[config.mk]
export PLATFORM = sky130hd
export DESIGN_NAME = iop_top
export DESIGN_NICKNAME = d
export VERILOG_FILES = /design/src/iop_pkg.sv /design/src/iop_top.sv
export VERILOG_INCLUDE_DIRS = /design/src
export SDC_FILE = /design/constraint.sdc
export NUM_CORES = 2
export LEC_CHECK = 0
export BUFFER_PORTS_ARGS = -buffer_cell sky130_fd_sc_hd__buf_4
export CORE_MARGIN = 1
export CORE_UTILIZATION = 65
export CTS_CLUSTER_DIAMETER = 50
export DETAILED_ROUTE_END_ITERATION = 7
export GPL_TIMING_DRIVEN = 0
export MAX_ROUTING_LAYER = met4
export PLACE_DENSITY = 0.8
export SETUP_SLACK_MARGIN = 0.3
export SYNTH_ARGS = -nofsm -noshare
export SYNTH_HDL_FRONTEND = slang
export SYNTH_SLANG_ARGS = --single-unit
[constraint.sdc]
create_clock -name clk_i -period 5.3 [get_ports clk_i]
set_clock_uncertainty 0.2 [all_clocks]
set_input_delay 1.06 -clock clk_i [delete_from_list [all_inputs] [get_ports clk_i]]
set_output_delay 1.06 -clock clk_i [all_outputs]
set_load 0.05 [all_outputs]
[src/iop_defines.svh]
// Address map, field positions, port widths, pin numbers and timing constants for the I/O port block
`ifndef IOP_DEFINES_SVH
`define IOP_DEFINES_SVH
`define IOP_NPORT 3
`define IOP_NPIN 9
`define IOP_P0_W 8
`define IOP_P1_W 4
`define IOP_P2_W 1
`define IOP_P1_HI 3
`define IOP_CLK_PIN 8
`define IOP_LINK_LO 6
`define IOP_LINK_HI 7
`define IOP_WORD 32
`define IOP_CB_NUM 6
`define IOP_CB_REF 3'h0
`define IOP_CLK_HZ 200000000
`define IOP_REF_HZ 100000000
`define IOP_REF_DIV_M1 8'((`IOP_CLK_HZ / `IOP_REF_HZ) - 1)
`define IOP_CFG_W 10
`define IOP_PORT_END 8'h60
`define IOP_OFF_CFG 5'h00
`define IOP_OFF_DATA 5'h04
`define IOP_OFF_STAT 5'h08
`define IOP_OFF_CNT 5'h0c
`define IOP_OFF_TS 5'h10
`define IOP_OFF_TIME 5'h14
`define IOP_OFF_COND 5'h18
`define IOP_CB_BASE 8'h80
`define IOP_CB_END 8'h98
`define IOP_LINK_REG 8'ha0
`define IOP_STAT_OVF 2
`define IOP_CB_DIV_LO 8
`define IOP_CB_DIV_HI 15
`endif

[src/iop_pkg.sv]
// Types shared by the I/O port and clock block logic
package iop_pkg;
	// Per-port configuration word, highest bit first
	typedef struct packed {
		logic [2:0] cb;
		logic stb_en;
		logic timed;
		logic cond_neq;
		logic cond_en;
		logic oc;
		logic dir_out;
		logic en;
	} iop_cfg_s;
	typedef struct packed {
		iop_cfg_s cfg;
		logic [31:0] xfer;
		logic [31:0] sh;
		logic [5:0] rem;
		logic txv;
		logic rxv;
		logic ovf;
		logic [15:0] cnt;
		logic [15:0] ts;
		logic [15:0] tm;
		logic [7:0] cond;
		logic [7:0] pout;
		logic stb;
		logic evt;
	} iop_port_s;
	typedef struct packed {
		logic src;
		logic [7:0] div;
		logic [7:0] dc;
		logic tick;
	} iop_cb_s;
	typedef struct packed {
		iop_port_s [2:0] p;
		iop_cb_s [5:0] cb;
		logic [7:0] refc;
		logic clk_pin_q;
		logic link_en;
		logic ack;
		logic [31:0] dat;
		logic [8:0] pin_o;
		logic [8:0] oe_n;
		logic pd;
	} iop_state_s;
endpackage

[src/iop_top.sv]
// I/O ports with serdes, port counters, strobes, conditions and six clock blocks
//
// Overview of operation
// - Ports of several widths map onto fixed pins: 8-bit, 4-bit, 1-bit here.
// - One direction bit per port sets all its pins as inputs or outputs.
// - Ports drive pins high or low or sample them, optionally awaiting a condition.
// - Each register access of a port is answered in one cycle.
// - Open-collector: drive low for zero, float for one, chosen per port.
// - Data moves through a shift register and a transfer register per port.
// - A 16-bit port counter can delay a transfer until it hits a set count.
// - Software can read the running port counter at any time.
// - Each transfer captures the counter as a timestamp for software.
// - A completed input word raises an event toward the scheduler.
// - An enabled link takes its shared pins away from the ports.
// - An enabled narrower port takes over pins shared with a wider port.
// - Pins not shared with a narrower port stay with the wider port.
// - A port always shifts at its full width even when pins are lost.
// - Six clock blocks; block 0 is the 100MHz reference, others programmable.
// - A clock block may take the 1-bit port pin as its clock source.
// - A clock block may divide the clock it takes from that pin.
// - Ports accept an input strobe and produce an output strobe with data.
// - After reset every port is paced by clock block 0.
// - While reset is held the pull-downs on all pins are on.
`include "iop_defines.svh"
`timescale 1ns/100ps
module iop_top (
	input wire logic clk_i,
	input wire logic rst_i,
	input wire logic cyc_i,
	input wire logic stb_i,
	input wire logic we_i,
	input wire logic [7:0] adr_i,
	input wire logic [3:0] sel_i,
	input wire logic [31:0] dat_i,
	output logic [31:0] dat_o,
	output logic ack_o,
	input wire logic [8:0] pin_i,
	output logic [8:0] pin_o,
	output logic [8:0] pin_oe_n_o,
	output logic pull_dn_o,
	input wire logic [2:0] strobe_in_i,
	output logic [2:0] strobe_out_o,
	output logic [2:0] event_o
);
	import iop_pkg::*;

	iop_state_s st;
	iop_state_s nxt;

	// Port width by index; each width maps onto a fixed group of pins
	function automatic int pw(input int i);
		if (i == 0) begin
			return `IOP_P0_W;
		end else if (i == 1) begin
			return `IOP_P1_W;
		end
		return `IOP_P2_W;
	endfunction

	// Pins seen by a port, zero-extended; all pins are read even if owned elsewhere
	function automatic logic [7:0] chunk(input int i, input logic [8:0] pins);
		if (i == 0) begin
			return pins[`IOP_P0_W-1:0];
		end else if (i == 1) begin
			return {4'h0, pins[`IOP_P1_HI:0]};
		end
		return {7'h00, pins[`IOP_CLK_PIN]};
	endfunction

	// Byte-lane merge of a write into an old value
	function automatic logic [31:0] bmerge(input logic [31:0] o, input logic [31:0] n,
		input logic [3:0] s);
		logic [31:0] r;
		r = o;
		for (int b = 0; b < 4; b++) begin
			if (s[b]) begin
				r[b*8 +: 8] = n[b*8 +: 8];
			end
		end
		return r;
	endfunction

	// Next-state logic: clock blocks, bus, ports, then pin ownership
	always_comb begin
		logic reft;
		logic pedge;
		logic req;
		logic tk;
		logic tok;
		logic ok;
		logic match;
		logic drv;
		logic v;
		logic [7:0] ch;
		logic [7:0] m;
		logic [5:0] nch;
		logic [31:0] wd;
		logic [31:0] rd;
		logic [31:0] shn;
		logic [2:0] cbi;
		logic [2:0] wdat;
		logic [1:0] pi;
		logic [4:0] off;
		int w;
		int q;
		int b;
		nxt = st;
		reft = 1'b0;
		pedge = 1'b0;
		req = 1'b0;
		tk = 1'b0;
		tok = 1'b0;
		ok = 1'b0;
		match = 1'b0;
		drv = 1'b0;
		v = 1'b0;
		ch = '0;
		m = '0;
		nch = '0;
		wd = '0;
		rd = '0;
		shn = '0;
		cbi = '0;
		wdat = '0;
		pi = '0;
		off = '0;
		w = 1;
		q = 0;
		b = 0;
		nxt.pd = 1'b0;

		// Block 0 ticks at the reference rate derived from the system clock
		reft = (st.refc == `IOP_REF_DIV_M1);
		nxt.refc = reft ? 8'h00 : st.refc + 8'h01;
		nxt.cb[0].tick = reft;
		// Pin input is taken as synchronous, so only an edge detector is needed
		pedge = pin_i[`IOP_CLK_PIN] & ~st.clk_pin_q;
		nxt.clk_pin_q = pin_i[`IOP_CLK_PIN];
		for (int k = 1; k < `IOP_CB_NUM; k++) begin
			nxt.cb[k].tick = 1'b0;
			if (st.cb[k].src ? pedge : reft) begin
				if (st.cb[k].dc >= st.cb[k].div) begin
					nxt.cb[k].dc = 8'h00;
					nxt.cb[k].tick = 1'b1;
				end else begin
					nxt.cb[k].dc = st.cb[k].dc + 8'h01;
				end
			end
		end

		// Bus slave; runs before the port logic so hardware sets win over clears
		req = cyc_i & stb_i & ~st.ack;
		nxt.ack = req;
		if (req) begin
			if (adr_i < `IOP_PORT_END) begin
				pi = adr_i[6:5];
				off = adr_i[4:0];
				if (off == `IOP_OFF_CFG) begin
					rd = 32'(st.p[pi].cfg);
					wd = bmerge(rd, dat_i, sel_i);
					if (we_i) begin
						nxt.p[pi].cfg = iop_cfg_s'(wd[`IOP_CFG_W-1:0]);
					end
				end else if (off == `IOP_OFF_DATA) begin
					rd = st.p[pi].xfer;
					if (we_i) begin
						nxt.p[pi].xfer = bmerge(rd, dat_i, sel_i);
						nxt.p[pi].txv = 1'b1;
						wdat[pi] = 1'b1;
					end else begin
						nxt.p[pi].rxv = 1'b0;
					end
				end else if (off == `IOP_OFF_STAT) begin
					rd = {26'h0, st.p[pi].rem[2:0], st.p[pi].ovf, st.p[pi].rxv, st.p[pi].txv};
					if (we_i && sel_i[0] && dat_i[`IOP_STAT_OVF]) begin
						nxt.p[pi].ovf = 1'b0;
					end
				end else if (off == `IOP_OFF_CNT) begin
					rd = {16'h0, st.p[pi].cnt};
				end else if (off == `IOP_OFF_TS) begin
					rd = {16'h0, st.p[pi].ts};
				end else if (off == `IOP_OFF_TIME) begin
					rd = {16'h0, st.p[pi].tm};
					wd = bmerge(rd, dat_i, sel_i);
					if (we_i) begin
						nxt.p[pi].tm = wd[15:0];
					end
				end else if (off == `IOP_OFF_COND) begin
					rd = {24'h0, st.p[pi].cond};
					wd = bmerge(rd, dat_i, sel_i);
					if (we_i) begin
						nxt.p[pi].cond = wd[7:0];
					end
				end
			end else if (adr_i >= `IOP_CB_BASE && adr_i < `IOP_CB_END) begin
				cbi = 3'((adr_i - `IOP_CB_BASE) >> 2);
				rd = {16'h0, st.cb[cbi].div, 7'h00, st.cb[cbi].src};
				wd = bmerge(rd, dat_i, sel_i);
				// Block 0 is the fixed reference and ignores writes
				if (we_i && cbi != `IOP_CB_REF) begin
					nxt.cb[cbi].src = wd[0];
					nxt.cb[cbi].div = wd[`IOP_CB_DIV_HI:`IOP_CB_DIV_LO];
				end
			end else if (adr_i == `IOP_LINK_REG) begin
				rd = {31'h0, st.link_en};
				if (we_i && sel_i[0]) begin
					nxt.link_en = dat_i[0];
				end
			end
			nxt.dat = rd;
		end

		// Per-port serdes, counter, strobes, condition and timed transfers
		for (int i = 0; i < `IOP_NPORT; i++) begin
			w = pw(i);
			nch = 6'(`IOP_WORD / w);
			m = 8'((1 << w) - 1);
			cbi = (st.p[i].cfg.cb < 3'(`IOP_CB_NUM)) ? st.p[i].cfg.cb : `IOP_CB_REF;
			tk = st.p[i].cfg.en & st.cb[cbi].tick;
			ch = chunk(i, pin_i);
			nxt.p[i].stb = 1'b0;
			nxt.p[i].evt = 1'b0;
			tok = ~st.p[i].cfg.timed | (st.p[i].cnt == st.p[i].tm);
			match = (((ch ^ st.p[i].cond) & m) == 8'h00) ^ st.p[i].cfg.cond_neq;
			if (tk) begin
				nxt.p[i].cnt = st.p[i].cnt + 16'h0001;
				if (st.p[i].cfg.dir_out) begin
					if (st.p[i].rem != 6'h00) begin
						// Shift the next chunk onto the pins, low bits first
						nxt.p[i].pout = st.p[i].sh[7:0];
						nxt.p[i].sh = st.p[i].sh >> w;
						nxt.p[i].rem = st.p[i].rem - 6'h01;
						nxt.p[i].stb = st.p[i].cfg.stb_en;
					end else if (st.p[i].txv && tok) begin
						// A word written in this same cycle stays pending
						nxt.p[i].sh = st.p[i].xfer;
						nxt.p[i].rem = nch;
						nxt.p[i].txv = wdat[i];
						nxt.p[i].ts = st.p[i].cnt;
						nxt.p[i].cfg.timed = 1'b0;
					end
				end else begin
					// Word start may wait on the pin condition; strobe qualifies data
					ok = tok & (~st.p[i].cfg.stb_en | strobe_in_i[i])
						& (~st.p[i].cfg.cond_en | (st.p[i].rem != 6'h00) | match);
					if (ok) begin
						shn = (st.p[i].sh >> w) | (32'(ch) << (`IOP_WORD - w));
						nxt.p[i].sh = shn;
						nxt.p[i].cfg.timed = 1'b0;
						if (st.p[i].rem == nch - 6'h01) begin
							nxt.p[i].xfer = shn;
							nxt.p[i].rem = 6'h00;
							nxt.p[i].ovf = st.p[i].ovf | st.p[i].rxv;
							nxt.p[i].rxv = 1'b1;
							nxt.p[i].ts = st.p[i].cnt;
							nxt.p[i].evt = 1'b1;
						end else begin
							nxt.p[i].rem = st.p[i].rem + 6'h01;
						end
					end
				end
			end
		end

		// Pin ownership: narrow port over wide port, link over both
		for (int pp = 0; pp < `IOP_NPIN; pp++) begin
			b = pp;
			if (pp == `IOP_CLK_PIN) begin
				q = 2;
				b = 0;
			end else if (pp <= `IOP_P1_HI && nxt.p[1].cfg.en) begin
				q = 1;
			end else begin
				q = 0;
			end
			drv = nxt.p[q].cfg.en & nxt.p[q].cfg.dir_out
				& ~(nxt.link_en & pp >= `IOP_LINK_LO & pp <= `IOP_LINK_HI);
			v = nxt.p[q].pout[b];
			nxt.pin_o[pp] = 1'b0;
			nxt.oe_n[pp] = 1'b1;
			if (drv) begin
				if (nxt.p[q].cfg.oc) begin
					nxt.oe_n[pp] = v;
				end else begin
					nxt.oe_n[pp] = 1'b0;
					nxt.pin_o[pp] = v;
				end
			end
		end
	end

	// State register; reset leaves all ports on block 0 with pull-downs on
	always_ff @(posedge clk_i) begin
		if (rst_i) begin
			st <= '0;
			st.oe_n <= '1;
			st.pd <= 1'b1;
		end else begin
			st <= nxt;
		end
	end

	// Outputs straight from the state register
	assign dat_o = st.dat;
	assign ack_o = st.ack;
	assign pin_o = st.pin_o;
	assign pin_oe_n_o = st.oe_n;
	assign pull_dn_o = st.pd;
	for (genvar g = 0; g < `IOP_NPORT; g++) begin : g_out
		assign strobe_out_o[g] = st.p[g].stb;
		assign event_o[g] = st.p[g].evt;
	end
endmodule // iop_top

==> metrics.cfg <==
[cts]
clk-insertion-delay-late_ns=0.62
cts_tree=yes
cts-hold-fix-buffers=0
ctsResizeCount=0
cts_setup_buffers=0
cts.sinks=598
ctsHtreeMaxLevel=3
cts_buffers=69
cts.clk_slew.worst_paths_ns=0.06
ctsRootBufferMaster=clkbuf_16
clk_path_buf_depth=3

[hold_path]
hp-class=flop to flop
hold_depth=1
min_to=st[71]$_SDFFE_PP0P_
min_from=st[71]$_SDFFE_PP0P_

[logic_synthesis]
synth_commonest_cells=dfxtp_1, nor2_1, mux2i_1
synth_seq_cells=598
netlist_instances=3447
synthesis.nets=3567
synthAdderAreaFrac_pct=2.48
synth_compound_gate_area_share_pct=17.8
netlist_area_sq_mm=0.0298
synth_top_area_share_pct=40.2
synth_xor_area_share_pct=4.29
ys.flop_type=dfxtp_1
synthSimpleGateAreaFrac_pct=16.5
yosys-top-cells-area=dfxtp_1, mux2i_1, nor2_1
synth_mux_area_share_pct=13.1
synth_enable_flop_cells=0
seq_area_frac_synth_pct=40.2
yosys_warnings=0
yosysUniqueCellTypes=71
avgSynthCellArea_sq_um=8.64
yosysTopAreaCell=dfxtp_1
synthArstFlopShare_pct=0
synth_top_family_by_area=compound AO/OA/AOI/OAI gates
yosysMostFrequentCell=dfxtp_1

[floorplanning]
die_w_microns=216
start_util_pct=65.8
num_io_pins=119
fp.coreArea_sq_mm=0.0453
dieArea_sq_mm=0.0467
num_rows=78
die_h_microns=216

[detailed_routing]
firstDrtPassIters=7
antenna_left=0
drt_wl_total_microns=116000
drt_iter0_drc=5027
vias=29400
via_per_inst=6.87
drc_errors=0
wl_per_cell_microns=27.0

[cells_and_area]
drive_above_1_share_pct=10.2
fillers=3306
design_area_sq_mm=0.0337
final_util_pct=74.5
regArea_sq_mm=0.0120
final_cells=4283
syn2layout_area_growth_pct=13.3
nets=3750
multi_input_area_sq_mm=0.0161

[sta]
period_minus_slack_ns=4.79
tightest_slew_ns=1.40
rsz0062_at_grt=false
drv_slew=0
max_freq_mhz=209
tns_ns=0
hold_violations=0
period_share_pct=90.3
slew-limit-headroom_pct=6.62
setup_viol=0

[global_routing]
antenna_found_initial=4
grt_max_degree=14
grt_pass1_vias=27800
groute.usage.overall_pct=49.5
gr-total-overflow=0
grt_pass1_wl_microns=170000

[worst_setup_path]
cp.buffers_inverters=2
path_cells=clkbuf_1 > xor2_1 > nor4_1 > mux2i_1 > nor3_1 > o21ai_1 > nor3_2 > buf_2 > a22o_1
slowest_delay_ns=0.80
r2r_slack_ns=0.79
r2r_cells=9
r2r_end=st[314]$_SDFF_PP0_
arrival_ns=5.14
crit_family=simple AND/OR/NAND/NOR gates
slowest_stage=nor3_2
r2r_start=st[222]$_SDFFE_PP0P_
crit_path_end_kind=flop
startpoint_type=input port
worstSetupPathType=input port to flop
cp.required_ns=5.65
worstPathMaxFanout=10

[place]
dp.cells=4159
place_area_sq_mm=0.0314
place.gp.congestion=1.07
port_buffers=112
hpwlAfterDp_microns=85700

[power]
leakage_nw=12.7
fin_total_pwr_mw=10.1
vdd_drop_max_v=0.000306
powerDensity_mw_per_mm2=300

[job]
drv_cap=0

[outcome]
outcome=completed

logic make-up (layout without fill, tap and decap cells):
group / count (synthesis) / after routing
DFF: 598 / 598
muxes: 372 / 372
and+or+nand+nor: 1118 / 1118
xor gates and xnor gates: 146 / 146
other: 0 / 4
adders and majority gates: 59 / 59
AOI/OAI and AO/OA: 779 / 779
buffers and inverters: 375 / 607
worst max-delay path by stage:
stage               startpoint                   end  slack [ns]  cells past startpoint
global route          pin_i[1]  st[398]$_SDFFE_PP0P_        0.56                     10
CTS                   pin_i[1]  st[365]$_SDFFE_PP0P_        0.91                      9
global placement      pin_i[3]  st[395]$_SDFFE_PP0P_        0.36                     10
detailed placement    pin_i[1]  st[360]$_SDFFE_PP0P_        0.29                      9
floorplan             pin_i[1]  st[361]$_SDFFE_PP0P_        1.87                      9
finish                pin_i[0]  st[365]$_SDFFE_PP0P_        0.51                      9
cells in the final DEF (no fill, tap or decap), types with 7 or more instances in the layout:
cell type	synthesis	final
nor2_1	567	567
inv_1	77	77
and2_1	16	16
nand4_1	44	44
and3_1	21	21
nand2b_1	35	35
a211oi_1	138	138
dfxtp_1	598	598
o211ai_1	11	11
o21ai_0	140	140
a21oi_1	140	140
mux4_2	12	12
a22o_1	36	36
clkinv_2	0	10
clkbuf_1	182	190
nor3_1	75	75
a21o_1	14	14
o21ai_1	7	7
xnor2_1	83	83
o22ai_1	30	30
buf_4	57	169
o21a_1	61	61
mux2_2	22	22
clkbuf_16	0	73
xor2_1	63	63
clkbuf_8	0	12
buf_2	30	30
ha_1	59	59
nand3_1	49	49
buf_1	26	26
or2_2	8	8
nor2b_1	28	28
or3_1	9	9
nand2_1	231	231
a221oi_1	78	78
a22oi_1	80	80
mux2i_1	337	337
sequential cells by signal, indices dropped and copies added, names as in the netlist:
signal	count
pin_o	9
dat_o	32
pull_dn_o	1
pin_oe_n_o	9
st	540
event_o	3
ack_o	1
strobe_out_o	3
routing by layer:
| layer | GRT usage, % | vias up | wire length, microns |
|---|---|---|---|
| met5 | - | - | 0 |
| met4 | 32.8 | 0 | 9030 |
| met3 | 15.5 | 613 | 16600 |
| met2 | 69.5 | 2396 | 47500 |
| met1 | 60.8 | 13900 | 42400 |
| li1 | - | 12500 | - |
layout make-up:
cell class | instances | share of cell area [%]
Sequential cell | 598 | 35.5
Timing Repair Buffer | 112 | 2.49
Multi-Input combinational cell | 2474 | 47.8
Antenna cell | 4 | 0.0297
Tap cell | 600 | 2.23
Clock inverter | 27 | 0.968
Buffer | 298 | 4.13
Inverter | 77 | 0.857
Clock buffer | 93 | 5.99
through the flow:
step | setup WS [ns] | hold WS, ns
3_5_place_dp | 0.289 | 0.259
4_1_cts | 0.906 | 0.272
3_3_place_gp | 0.359 | 0.250
5_1_grt | 0.563 | 0.285
2_1_floorplan | 1.87 | 0.232
6_report | 0.512 | 0.276
report_power, final:
| group | switching (mW) | internal [mW] | total (mW) |
|---|---|---|---|
| registers | 0.0231 | 4.51 | 4.54 |
| logic | 0.442 | 0.158 | 0.600 |
| clock network | 2.01 | 2.98 | 4.99 |
worst register-to-register path, cell delays in order, from the launching register on:
cell      delay (ns)
dfxtp_1         0.30
buf_2           0.17
xnor2_1         0.27
nand4_1         0.21
o41ai_2         0.93
o21ai_2         0.30
nor3_1          0.57
clkbuf_1        0.64
o21ai_0         0.45
and3_1          0.36
(Power assumes the default switching activity.)
